`src/verilog/cfg3_pkg.sv`:
```
/*
 * Constants shared by the third configuration register and its serial
 * byte engine: field positions, reset values, command codes and the
 * block-lock geometry.
 * Assumes the serial link runs well below the system clock.
 */
package cfg3_pkg;

    // ------------------------------------------------------------------
    // Register field layout
    // ------------------------------------------------------------------
    localparam int unsigned PIN_ROLE_BIT = 7;
    localparam int unsigned DRIVE_MSB = 6;
    localparam int unsigned DRIVE_LSB = 5;
    localparam int unsigned SCHEME_BIT = 2;
    localparam logic [7:0] WRITABLE_MASK = 8'he4;
    localparam logic [7:0] CONFIG_RESET = 8'h20;

    // Drive strength codes.
    localparam logic [1:0] DRIVE_RESERVED = 2'h0;
    localparam logic [1:0] DRIVE_FULL = 2'h1;
    localparam logic [1:0] DRIVE_TWO_THIRDS = 2'h2;
    localparam logic [1:0] DRIVE_ONE_THIRD = 2'h3;

    // ------------------------------------------------------------------
    // Command codes
    // ------------------------------------------------------------------
    localparam logic [7:0] CMD_WRITE_CFG = 8'h11;
    localparam logic [7:0] CMD_READ_CFG = 8'h15;
    localparam logic [7:0] CMD_BLOCK_LOCK = 8'h36;
    localparam logic [7:0] CMD_BLOCK_UNLOCK = 8'h39;

    // ------------------------------------------------------------------
    // Block lock geometry
    // ------------------------------------------------------------------
    localparam int unsigned NUM_BLOCKS = 32;
    localparam int unsigned BLOCK_SHIFT = 16;
    localparam logic [1:0] LAST_ADDR_BYTE = 2'h2;
    localparam logic [2:0] LAST_BIT = 3'h7;

endpackage : cfg3_pkg

```
`src/verilog/byte_link_if.sv`:
```
/*
 * Carrier between the serial byte engine and the command decoder.
 * Assumes both ends run on the same system clock.
 */
`timescale 1ns/1ns
interface byte_link_if;
    logic byte_done;
    logic [7:0] rx_byte;
    logic [7:0] tx_byte;
    logic frame_active;
    logic pause;

    modport engine (
        output byte_done,
        output rx_byte,
        output frame_active,
        input tx_byte,
        input pause
    );

    modport decoder (
        input byte_done,
        input rx_byte,
        input frame_active,
        output tx_byte,
        output pause
    );
endinterface : byte_link_if

```
`src/verilog/pin_drive_protect_config.sv`:
```
/*
 * Third configuration register of a serial flash: shared pin role,
 * read drive strength, protection scheme and the per-block lock bits,
 * reached over the serial link by read, write, lock and unlock commands.
 * Assumes the quad I/O enable bit comes from another register and that
 * the serial pins are synchronous to the system clock.
 */
//
// How it works
// Bit 7 picks hold or reset role.
// Role applies only while quad I/O off.
// Quad I/O on: pin is pure data.
// Bits 6:5 set read drive strength.
// Host should tune drive strength for board.
// Bit 2 picks range or block protection.
// All block locks set at any reset.
// Commands 36h/39h lock and unlock blocks.
// Quad I/O on: protect and hold pins data.
// Reserved bits read zero, ignore writes.
`timescale 1ns/1ns
module pin_drive_protect_config #(
    parameter int unsigned NUM_BLOCKS = cfg3_pkg::NUM_BLOCKS,
    parameter int unsigned BLOCK_SHIFT = cfg3_pkg::BLOCK_SHIFT
) (
    input wire logic i_sys_clk,
    input wire logic i_rst_b,
    input wire logic i_sck,
    input wire logic i_cs_b,
    input wire logic i_si,
    input wire logic i_hold_reset_b,
    input wire logic i_quad_io_enable,
    output logic o_so,
    output logic o_so_oe_b,
    output logic o_hold_active,
    output logic o_reset_active,
    output logic o_io3_is_data,
    output logic o_wp_active,
    output logic [1:0] o_drive_strength,
    output logic o_protect_scheme_select,
    output logic [NUM_BLOCKS-1:0] o_block_locked,
    output logic [7:0] o_config
);

    localparam int unsigned IDX_W = $clog2(NUM_BLOCKS);

    typedef enum logic [4:0] {
        ST_CMD = 5'h01,
        ST_WDATA = 5'h02,
        ST_ADDR = 5'h04,
        ST_RDATA = 5'h08,
        ST_IGNORE = 5'h10
    } dec_state_e;

    byte_link_if bl ();

    dec_state_e state_r;
    dec_state_e state_nxt;
    logic [7:0] cfg_r;
    logic [7:0] cfg_nxt;
    logic [23:0] addr_r;
    logic [23:0] addr_nxt;
    logic [1:0] addr_cnt_r;
    logic [1:0] addr_cnt_nxt;
    logic lock_op_r;
    logic lock_op_nxt;
    logic [NUM_BLOCKS-1:0] lock_r;
    logic [NUM_BLOCKS-1:0] lock_nxt;
    logic so_oe_b_r;
    logic so_oe_b_nxt;
    logic [3:0] role_r;
    logic [3:0] role_nxt;
    logic hold_fn;
    logic reset_fn;
    logic dev_rst;
    logic apply_lock;
    logic [23:0] full_addr;
    logic [IDX_W-1:0] blk_idx;

    // ------------------------------------------------------------------
    // Serial byte engine
    // ------------------------------------------------------------------
    serial_byte_engine u_engine (
        .i_sys_clk(i_sys_clk),
        .i_rst_b(i_rst_b),
        .i_sck(i_sck),
        .i_cs_b(i_cs_b),
        .i_si(i_si),
        .o_so(o_so),
        .bl(bl)
    );

    // ------------------------------------------------------------------
    // Shared pin role
    // ------------------------------------------------------------------
    // The pin role bit only counts while quad I/O is off; with quad I/O
    // on, the pin is a data line and neither hold nor reset can act.
    always_comb begin
        hold_fn = ~i_quad_io_enable & ~cfg_r[cfg3_pkg::PIN_ROLE_BIT];
        reset_fn = ~i_quad_io_enable & cfg_r[cfg3_pkg::PIN_ROLE_BIT];
        dev_rst = reset_fn & ~i_hold_reset_b;
        role_nxt = {hold_fn, reset_fn, i_quad_io_enable, ~i_quad_io_enable};
    end

    // Hold pauses the serial engine; register contents stay untouched.
    assign bl.pause = hold_fn & ~i_hold_reset_b;
    // Reads always return the live register with reserved bits at zero.
    assign bl.tx_byte = cfg_r & cfg3_pkg::WRITABLE_MASK;

    // ------------------------------------------------------------------
    // Command decoder and register update
    // ------------------------------------------------------------------
    // Bytes after a completed command are ignored until chip select
    // rises, so a long write frame cannot change the register twice.
    always_comb begin
        state_nxt = state_r;
        cfg_nxt = cfg_r;
        addr_nxt = addr_r;
        addr_cnt_nxt = addr_cnt_r;
        lock_op_nxt = lock_op_r;
        apply_lock = 1'b0;
        full_addr = {addr_r[15:0], bl.rx_byte};
        if (dev_rst || !bl.frame_active) begin
            state_nxt = ST_CMD;
            addr_cnt_nxt = 2'h0;
        end else if (bl.byte_done) begin
            case (state_r)
                ST_CMD: begin
                    addr_cnt_nxt = 2'h0;
                    if (bl.rx_byte == cfg3_pkg::CMD_WRITE_CFG) begin
                        state_nxt = ST_WDATA;
                    end else if (bl.rx_byte == cfg3_pkg::CMD_READ_CFG) begin
                        state_nxt = ST_RDATA;
                    end else if (cfg_r[cfg3_pkg::SCHEME_BIT] &&
                                 (bl.rx_byte == cfg3_pkg::CMD_BLOCK_LOCK ||
                                  bl.rx_byte == cfg3_pkg::CMD_BLOCK_UNLOCK)) begin
                        state_nxt = ST_ADDR;
                        lock_op_nxt = (bl.rx_byte == cfg3_pkg::CMD_BLOCK_LOCK);
                    end else begin
                        state_nxt = ST_IGNORE;
                    end
                end
                ST_WDATA: begin
                    // Only the writable bits move; reserved bits stay zero.
                    cfg_nxt = bl.rx_byte & cfg3_pkg::WRITABLE_MASK;
                    // The reserved drive code is refused; the old strength stays.
                    if (bl.rx_byte[cfg3_pkg::DRIVE_MSB:cfg3_pkg::DRIVE_LSB] ==
                        cfg3_pkg::DRIVE_RESERVED) begin
                        cfg_nxt[cfg3_pkg::DRIVE_MSB:cfg3_pkg::DRIVE_LSB] =
                            cfg_r[cfg3_pkg::DRIVE_MSB:cfg3_pkg::DRIVE_LSB];
                    end
                    state_nxt = ST_IGNORE;
                end
                ST_ADDR: begin
                    addr_nxt = full_addr;
                    addr_cnt_nxt = addr_cnt_r + 2'h1;
                    if (addr_cnt_r == cfg3_pkg::LAST_ADDR_BYTE) begin
                        apply_lock = 1'b1;
                        state_nxt = ST_IGNORE;
                    end
                end
                ST_RDATA: begin
                    state_nxt = ST_RDATA;
                end
                ST_IGNORE: begin
                    state_nxt = ST_IGNORE;
                end
                default: begin
                    state_nxt = ST_IGNORE;
                end
            endcase
        end
        blk_idx = full_addr[BLOCK_SHIFT +: IDX_W];
        // Output is driven only while a read frame is running.
        so_oe_b_nxt = ~((state_nxt == ST_RDATA) && bl.frame_active);
    end

    // ------------------------------------------------------------------
    // Per-block lock bits
    // ------------------------------------------------------------------
    // A device reset through the shared pin locks every block again, the
    // same as a power-on reset does.
    genvar g;
    generate
        for (g = 0; g < NUM_BLOCKS; g = g + 1) begin : g_lock
            assign lock_nxt[g] = dev_rst ? 1'b1 :
                ((apply_lock && blk_idx == IDX_W'(g)) ? lock_op_r : lock_r[g]);
        end
    endgenerate

    // ------------------------------------------------------------------
    // State registers
    // ------------------------------------------------------------------
    // The configuration byte keeps its value over a pin reset; only the
    // power-on reset returns it to its default.
    always_ff @(posedge i_sys_clk or negedge i_rst_b) begin
        if (!i_rst_b) begin
            state_r <= ST_CMD;
            cfg_r <= cfg3_pkg::CONFIG_RESET;
            addr_r <= 24'h000000;
            addr_cnt_r <= 2'h0;
            lock_op_r <= 1'b0;
            lock_r <= '1;
            so_oe_b_r <= 1'b1;
            role_r <= 4'h9;
        end else begin
            state_r <= state_nxt;
            cfg_r <= cfg_nxt;
            addr_r <= addr_nxt;
            addr_cnt_r <= addr_cnt_nxt;
            lock_op_r <= lock_op_nxt;
            lock_r <= lock_nxt;
            so_oe_b_r <= so_oe_b_nxt;
            role_r <= role_nxt;
        end
    end

    // ------------------------------------------------------------------
    // Outputs
    // ------------------------------------------------------------------
    // The drive field is handed to the pad as written; the host is
    // expected to tune it, since the default suits only a test load.
    assign o_so_oe_b = so_oe_b_r;
    assign o_hold_active = role_r[3];
    assign o_reset_active = role_r[2];
    assign o_io3_is_data = role_r[1];
    assign o_wp_active = role_r[0];
    assign o_drive_strength = cfg_r[cfg3_pkg::DRIVE_MSB:cfg3_pkg::DRIVE_LSB];
    assign o_protect_scheme_select = cfg_r[cfg3_pkg::SCHEME_BIT];
    assign o_block_locked = lock_r;
    assign o_config = cfg_r;

endmodule : pin_drive_protect_config

```
`src/verilog/serial_byte_engine.sv`:
```
/*
 * Serial byte engine for SPI mode 0: shifts bytes in on the rising edge
 * of the serial clock and out on the falling edge.
 * Assumes the serial pins are synchronous to the system clock and that
 * each serial clock phase lasts at least two system clock cycles.
 */
`timescale 1ns/1ns
module serial_byte_engine (
    input wire logic i_sys_clk,
    input wire logic i_rst_b,
    input wire logic i_sck,
    input wire logic i_cs_b,
    input wire logic i_si,
    output logic o_so,
    byte_link_if.engine bl
);

    logic sck_q_r;
    logic sck_q_nxt;
    logic [2:0] bit_cnt_r;
    logic [2:0] bit_cnt_nxt;
    logic [7:0] rx_sh_r;
    logic [7:0] rx_sh_nxt;
    logic [7:0] tx_sh_r;
    logic [7:0] tx_sh_nxt;
    logic so_r;
    logic so_nxt;
    logic done_r;
    logic done_nxt;
    logic [7:0] rx_byte_r;
    logic [7:0] rx_byte_nxt;
    logic rise;
    logic fall;

    // ------------------------------------------------------------------
    // Edge detection and shifting
    // ------------------------------------------------------------------
    // A paused link (hold) freezes the shifters but still tracks the
    // clock level, so no false edge appears when the pause ends.
    always_comb begin
        rise = i_sck & ~sck_q_r & ~i_cs_b & ~bl.pause;
        fall = ~i_sck & sck_q_r & ~i_cs_b & ~bl.pause;
        sck_q_nxt = i_sck;
        bit_cnt_nxt = bit_cnt_r;
        rx_sh_nxt = rx_sh_r;
        tx_sh_nxt = tx_sh_r;
        so_nxt = so_r;
        done_nxt = 1'b0;
        rx_byte_nxt = rx_byte_r;
        if (i_cs_b) begin
            bit_cnt_nxt = 3'h0;
        end else if (rise) begin
            rx_sh_nxt = {rx_sh_r[6:0], i_si};
            bit_cnt_nxt = bit_cnt_r + 3'h1;
            if (bit_cnt_r == cfg3_pkg::LAST_BIT) begin
                done_nxt = 1'b1;
                rx_byte_nxt = {rx_sh_r[6:0], i_si};
            end
        end else if (fall) begin
            if (bit_cnt_r == 3'h0) begin
                so_nxt = bl.tx_byte[7];
                tx_sh_nxt = {bl.tx_byte[6:0], 1'b0};
            end else begin
                so_nxt = tx_sh_r[7];
                tx_sh_nxt = {tx_sh_r[6:0], 1'b0};
            end
        end
    end

    always_ff @(posedge i_sys_clk or negedge i_rst_b) begin
        if (!i_rst_b) begin
            sck_q_r <= 1'b0;
            bit_cnt_r <= 3'h0;
            rx_sh_r <= 8'h00;
            tx_sh_r <= 8'h00;
            so_r <= 1'b0;
            done_r <= 1'b0;
            rx_byte_r <= 8'h00;
        end else begin
            sck_q_r <= sck_q_nxt;
            bit_cnt_r <= bit_cnt_nxt;
            rx_sh_r <= rx_sh_nxt;
            tx_sh_r <= tx_sh_nxt;
            so_r <= so_nxt;
            done_r <= done_nxt;
            rx_byte_r <= rx_byte_nxt;
        end
    end

    // Results toward the decoder.
    assign o_so = so_r;
    assign bl.byte_done = done_r;
    assign bl.rx_byte = rx_byte_r;
    assign bl.frame_active = ~i_cs_b;

endmodule : serial_byte_engine
```
`config.mk`:
```
export PLATFORM = sky130hd
export DESIGN_NAME = pin_drive_protect_config
export DESIGN_NICKNAME = d
export VERILOG_FILES = /design/src/verilog/cfg3_pkg.sv /design/src/verilog/byte_link_if.sv /design/src/verilog/pin_drive_protect_config.sv /design/src/verilog/serial_byte_engine.sv
export SDC_FILE = /design/constraint.sdc
export NUM_CORES = 1
export LEC_CHECK = 0
export BUFFER_PORTS_ARGS = -buffer_cell sky130_fd_sc_hd__buf_2
export CORE_MARGIN = 2
export CORE_UTILIZATION = 61
export CTS_BUF_LIST = sky130_fd_sc_hd__clkbuf_16
export DETAILED_ROUTE_END_ITERATION = 10
export PLACE_DENSITY = 0.84
export SLEW_MARGIN = 20
export SYNTH_ARGS = -nofsm -noshare
export SYNTH_HDL_FRONTEND = slang
export SYNTH_HIERARCHICAL = 1
export SYNTH_SLANG_ARGS = --single-unit
```
`constraint.sdc`:
```
create_clock -name i_sys_clk -period 7.3 [get_ports i_sys_clk]
set_clock_uncertainty 0.05 [all_clocks]
set_input_delay 1.095 -clock i_sys_clk [delete_from_list [all_inputs] [get_ports i_sys_clk]]
set_output_delay 1.095 -clock i_sys_clk [all_outputs]
set_load 0.1 [all_outputs]
```
## After elaboration in Yosys (flattened, before gate mapping)

Index checks and enable logic that the tools add are counted.

| word-level totals | value |
|---|---|
| bits in registers | 91 |
| input bits | 7 |
| output and inout port bits | 49 |
| logic and storage cells | 281 |

| operators by class | value |
|---|---|
| add/sub/neg operators | 2 |
| equal/unequal tests | 42 |
| muxes and demuxes | 85 |
| bitwise logic cells | 23 |
| reduce and logical (&&, ||, !) cells | 82 |

Operators with widths:

| operator | count |
|---|---|
| 5-bit == test, second input constant | 16 |
| 1-bit 2-to-1 mux | 72 |
| 2-bit nonzero test | 34 |
| 5-bit by 4-bit == test with 1-bit output, second input constant | 10 |
| 1-bit logical AND | 34 |
| 5-bit 2-to-1 mux | 6 |
| 5-bit by 3-bit == test with 1-bit output, second input constant | 5 |
| 8-bit by 5-bit == test with 1-bit output, second input constant | 2 |
| 8-bit by 6-bit == test with 1-bit output, second input constant | 2 |
| 5-bit by 2-bit == test with 1-bit output, second input constant | 3 |
| 5-bit case mux with 3 select lines | 1 |
| 1-bit NOT | 13 |
| 3-bit AND reduction | 4 |
| 1-bit AND | 10 |
| 5-bit by 1-bit == test with 1-bit output, second input constant | 2 |
| 8-bit 2-to-1 mux | 1 |
| 3-bit 2-to-1 mux | 2 |
| 6-bit AND reduction | 1 |
| 5-bit logical NOT | 1 |
| 2-bit 2-to-1 mux | 2 |
| 2-bit case mux with 2 select lines | 1 |
| 2-bit AND reduction | 2 |
| 4-bit AND reduction | 1 |
| 3-bit by 1-bit adder with 3-bit output, second input constant | 1 |
| other kinds (7) | 8 |

## Depth between registers and ports, before layout

| logic depth | value |
|---|---|
| depth after elaboration | 12 |
| depth in mapped cells | 7 |
| depth with buffers taken out | 7 |

## Modules after synthesis

Netlist, hierarchy kept.

Modules (own cells, without submodules):

| module | times used | cells an instance | area each (sq um) | sequential area each (sq um) |
|---|---|---|---|---|
| pin_drive_protect_config | 1 | 258 | 2803.9 | 1522.7 |
| serial_byte_engine | 1 | 88 | 1176.1 | 700.7 |

## Worst setup path before layout

No wires, ideal clock.

| timing path | value |
|---|---|
| path type | input-to-reg |
| start point | input i_quad_io_enable |
| end point | register so_oe_b_r (netlist: o_so_oe_b) |
| library setup time | 0.100 ns |
| arrival time | 2.745 ns |
| setup slack | 4.404 ns |
| cell stages on the path | 6 |
| cells stage by stage | or3b_2 clkbuf_1 nand3_1 nor3_1 a22o_1 or4b_2 |

| between the ends | value |
|---|---|
| longest elaborated chain between the ends | 8 |

RTL lines:

| item | RTL line | text |
|---|---|---|
| from (decl) | pin_drive_protect_config.sv:31 | `input wire logic i_quad_io_enable,` |
| 1-bit NOT | pin_drive_protect_config.sv:99 | `reset_fn = ~i_quad_io_enable & cfg_r[cfg3_pkg::PIN_ROLE_BIT];` |
| 1-bit AND | pin_drive_protect_config.sv:99 |  |
| 1-bit AND | pin_drive_protect_config.sv:100 | `dev_rst = reset_fn & ~i_hold_reset_b;` |
| 1-bit logical OR | pin_drive_protect_config.sv:122 | `if (dev_rst \|\| !bl.frame_active) begin` |
| 5-bit 2-to-1 mux | pin_drive_protect_config.sv:122 |  |
| net state_nxt[2] | pin_drive_protect_config.sv:57 | `dec_state_e state_nxt;` |
| 5-bit by 4-bit == test with 1-bit output | pin_drive_protect_config.sv:174 | `so_oe_b_nxt = ~((state_nxt == ST_RDATA) && bl.frame_active);` |
| 1-bit logical AND | pin_drive_protect_config.sv:174 |  |
| 1-bit NOT | pin_drive_protect_config.sv:174 |  |
| net so_oe_b_nxt | pin_drive_protect_config.sv:69 | `logic so_oe_b_nxt;` |
| to (signal assigned) | pin_drive_protect_config.sv:212 | `so_oe_b_r <= so_oe_b_nxt;` |
| to (decl) | pin_drive_protect_config.sv:68 | `logic so_oe_b_r;` |

The timed path passes the listed nets, and every way through them passes these cells.
A chain may end at the register's enable or synchronous reset.

## Final worst setup path

Ends and elaborated chain as after synthesis.

==> summary.md <==
| Metric | Value |
|---|---|
| Status | finished clean |
| FP Rows | 29 |
| Max Root-Sink Buffers | 2 |
| CTS Hold Bufs | 0 |
| Largest net degree at the start of global routing | 88 |
| Total congestion overflow | 0 |
| RR Startpoint | o_config[7] |
| Hold path startpoint | addr_r[1] |
| Cell Area, Synth | 3980 µm² |
| Commonest non-fill, non-tap cells in the layout | 50 x dfrtp_1, 50 x buf_2, 37 x dfstp_2 |
| Area Overhead vs Synth | 14.4% |
| Synth warn | 6 |
| Crit start category | primary input |
| CTS tree | yes |
| CTS H-Tree Depth | 3 |
| Reg2reg setup slack | 4.71 ns |
| Final hold violation count | 0 |
| Async SR Flop Fraction | 100% |
| Worst-margin pin slew | 0.979 ns |
| Resized cells post-CTS | 0 |
| Final min period | 3.00 ns |
| Synth area leader | dfrtp_1 |
| Ant diodes | 0 |
| Kind of cell adding the most delay to the critical path | simple AND/OR/NAND/NOR gates |
| Most used DFF post-synth | dfrtp_1 |
| Post-CTS Setup Bufs | 0 |
| Core Region | 6310 µm² |
| CTS Buf Count | 9 |
| Peak supply drop | 0.175 mV |
| Distinct cells, synth | 48 |
| Top cell type's share of synthesized area | 31.4% |
| Unrepaired setup endpoints after global routing | no |
| Crit-path cells | buf_2, or3b_2, nand3_1, nor3_1, a22o_1, or4b_2 |
| WHS | 0.430 ns |
| DR vias | 2860 |
| Worst min path class | reg -> reg |
| Overall power | 1.06 mW |
| Synth top area cells | dfrtp_1 31%, dfstp_2 24%, mux2_2 7.6% |
| Average routed wire per standard cell | 16.7 µm |
| CP Class | in -> reg |
| Synth Register Bits | 87 |
| Pleak | 2.08 nW |
| Die X-Extent | 84.8 µm |
| Crit end category | flip-flop |
| Launch point of the critical path | i_quad_io_enable |
| Clk slew on worst S/H paths | 0.06 ns |
| Die Span Y | 84.8 µm |
| Final Util | 72.1% |
| Final net count | 401 |
| Initial antenna violation count | 0 |
| Final ANT Viol Nets | 0 |
| Max Cap Violations | 0 |
| Gate count after technology mapping | 346 |
| Final period util | 41.1% |
| Met1 usage | 32.2% |
| Max_slew headroom | 34.4% |
| Via density | 6.06 |
| Sequential area share after synthesis | 55.9% |
| Peak fanout along the critical path | 24 |
| Worst-skew pair later-pin latency | 0.33 ns |
| IO Port Bufs | 51 |
| First-pass GRT wire length | 12900 µm |
| Vias in the first global route | 2616 |
| Routed wire length | 7900 µm |
| Setup total negative slack | 0 ns |
| DR iter-0 viols | 198 |
| Required @ worst endpoint | 7.49 ns |
| Detailed-route DRC error count | 0 |
| RePlAce Congestion | 0.930 |
| Pins over their slew limit | 0 |
| Starting Density | 63.0% |
| Post-synth EDFFs | 0 |
| Fraction of layout cells with a size suffix above 1 | 35.9% |
| PwrDens | 232 nW/µm² |
| Setup violators final | 0 |
| GR peak layer | met2 |
| FMAX | 0.334 GHz |
| CP peak stage delay | 0.70 ns |
| Io pins | 56 |
| Mean Syn Cell Area | 11.5 µm² |
| Worst Path Arrival | 3.19 ns |
| Post-DP HPWL | 5170 µm |
| GRT Total Usage | 22.9% |
| Met3 Usage GRT | 4.42% |
| Met2 Track Usage GR | 35.1% |
| Die area | 7190 µm² |
| Slowest cell on crit path | or3b_2 |
| CTS root buffer | clkbuf_16 |
| Clock sink count | 87 |
| Buf/Inv on CP | 1 |
| Initial DRT Pass Iterations | 4 |
-- tightest hold or removal path, stage by stage (launching register included) --
cell and delay (ns):
dfrtp_1 0.34, nand2_1 0.05, o21ai_0 0.06
-- cells by family after synthesis --
family          share of synthesized area, %
other cells                           0.0942
buf+inv                                 4.18
mux                                     12.4
simple gates                            15.3
xor+xnor                               0.220
flops                                   55.9
fa+ha+maj                               1.26
compound gates                          10.6
-- sequential cells by signal (all words and copies together) (netlist names) --
name / flops
addr_cnt_r: 2
addr_r: 10
lock_op_r: 1
o_block_locked: 32
o_config: 4
o_so_oe_b: 1
role_r: 4
state_r: 5
u_engine/bit_cnt_r: 3
u_engine/bl.byte_done: 1
u_engine/bl.rx_byte: 8
u_engine/o_so: 1
u_engine/rx_sh_r: 7
u_engine/sck_q_r: 1
u_engine/tx_sh_r: 7
-- where the power goes --
part | total, mW | internal, mW | switching [mW]
Clock | 0.452 | 0.269 | 0.183
Sequential | 0.527 | 0.510 | 0.0167
Combinational | 0.0772 | 0.0250 | 0.0522
Total | 1.06 | 0.804 | 0.252
-- area by class of cell --
cell class | count | area, µm²
sequential | 87 | 2220
fill | 422 | 1760
multi-input combinational | 231 | 1630
clock buffer | 11 | 275
timing repair buffer | 52 | 269
tap | 77 | 96.3
inverter | 9 | 33.8
clock inverter | 5 | 26.3
-- cells in the mapped netlist (3+ instances only) --
master and instances:
ha_1 4, nor3b_1 3, nand2_1 18, inv_1 9
buf_4 9, nor3_1 4, mux2_2 27, o311ai_0 13
nand3_1 12, o211ai_1 5, nand2b_1 3, or3_1 3
a22o_1 4, mux2i_1 19, o21ai_0 24, nor4_1 10
clkbuf_1 14, a21oi_1 9, or2_2 3, dfrtp_1 50
dfstp_2 37, nor2_1 32
-- routing by layer --
metal / share of wire [%] / up-vias
li1: - / 1329
met1: 44 / 1418
met2: 49 / 98
met3: 5.6 / 15
met4: 2.2 / 0
met5: 0 / -
-- through the flow --
step	setup WS [ns]	cell area [µm²]	std cells
5_1_grt	4.24	4550	472
6_report	4.30	4550	472
3_5_place_dp	3.96	4240	456
4_1_cts	4.32	4540	472
3_3_place_gp	4.05	4240	456
2_1_floorplan	4.40	4010	353
-- final timing paths --
path                                  endpoint  cells after the start
setup reg to reg                     o_so_oe_b                      5
min in group asynchronous  u_engine/rx_sh_r[3]                      1
hold reg to reg                      addr_r[9]                      2
setup / recovery                     o_so_oe_b                      6
max in group asynchronous           addr_r[10]                      1
hold / removal                       addr_r[9]                      2
No activity file was read; power rests on OpenSTA's default activity.
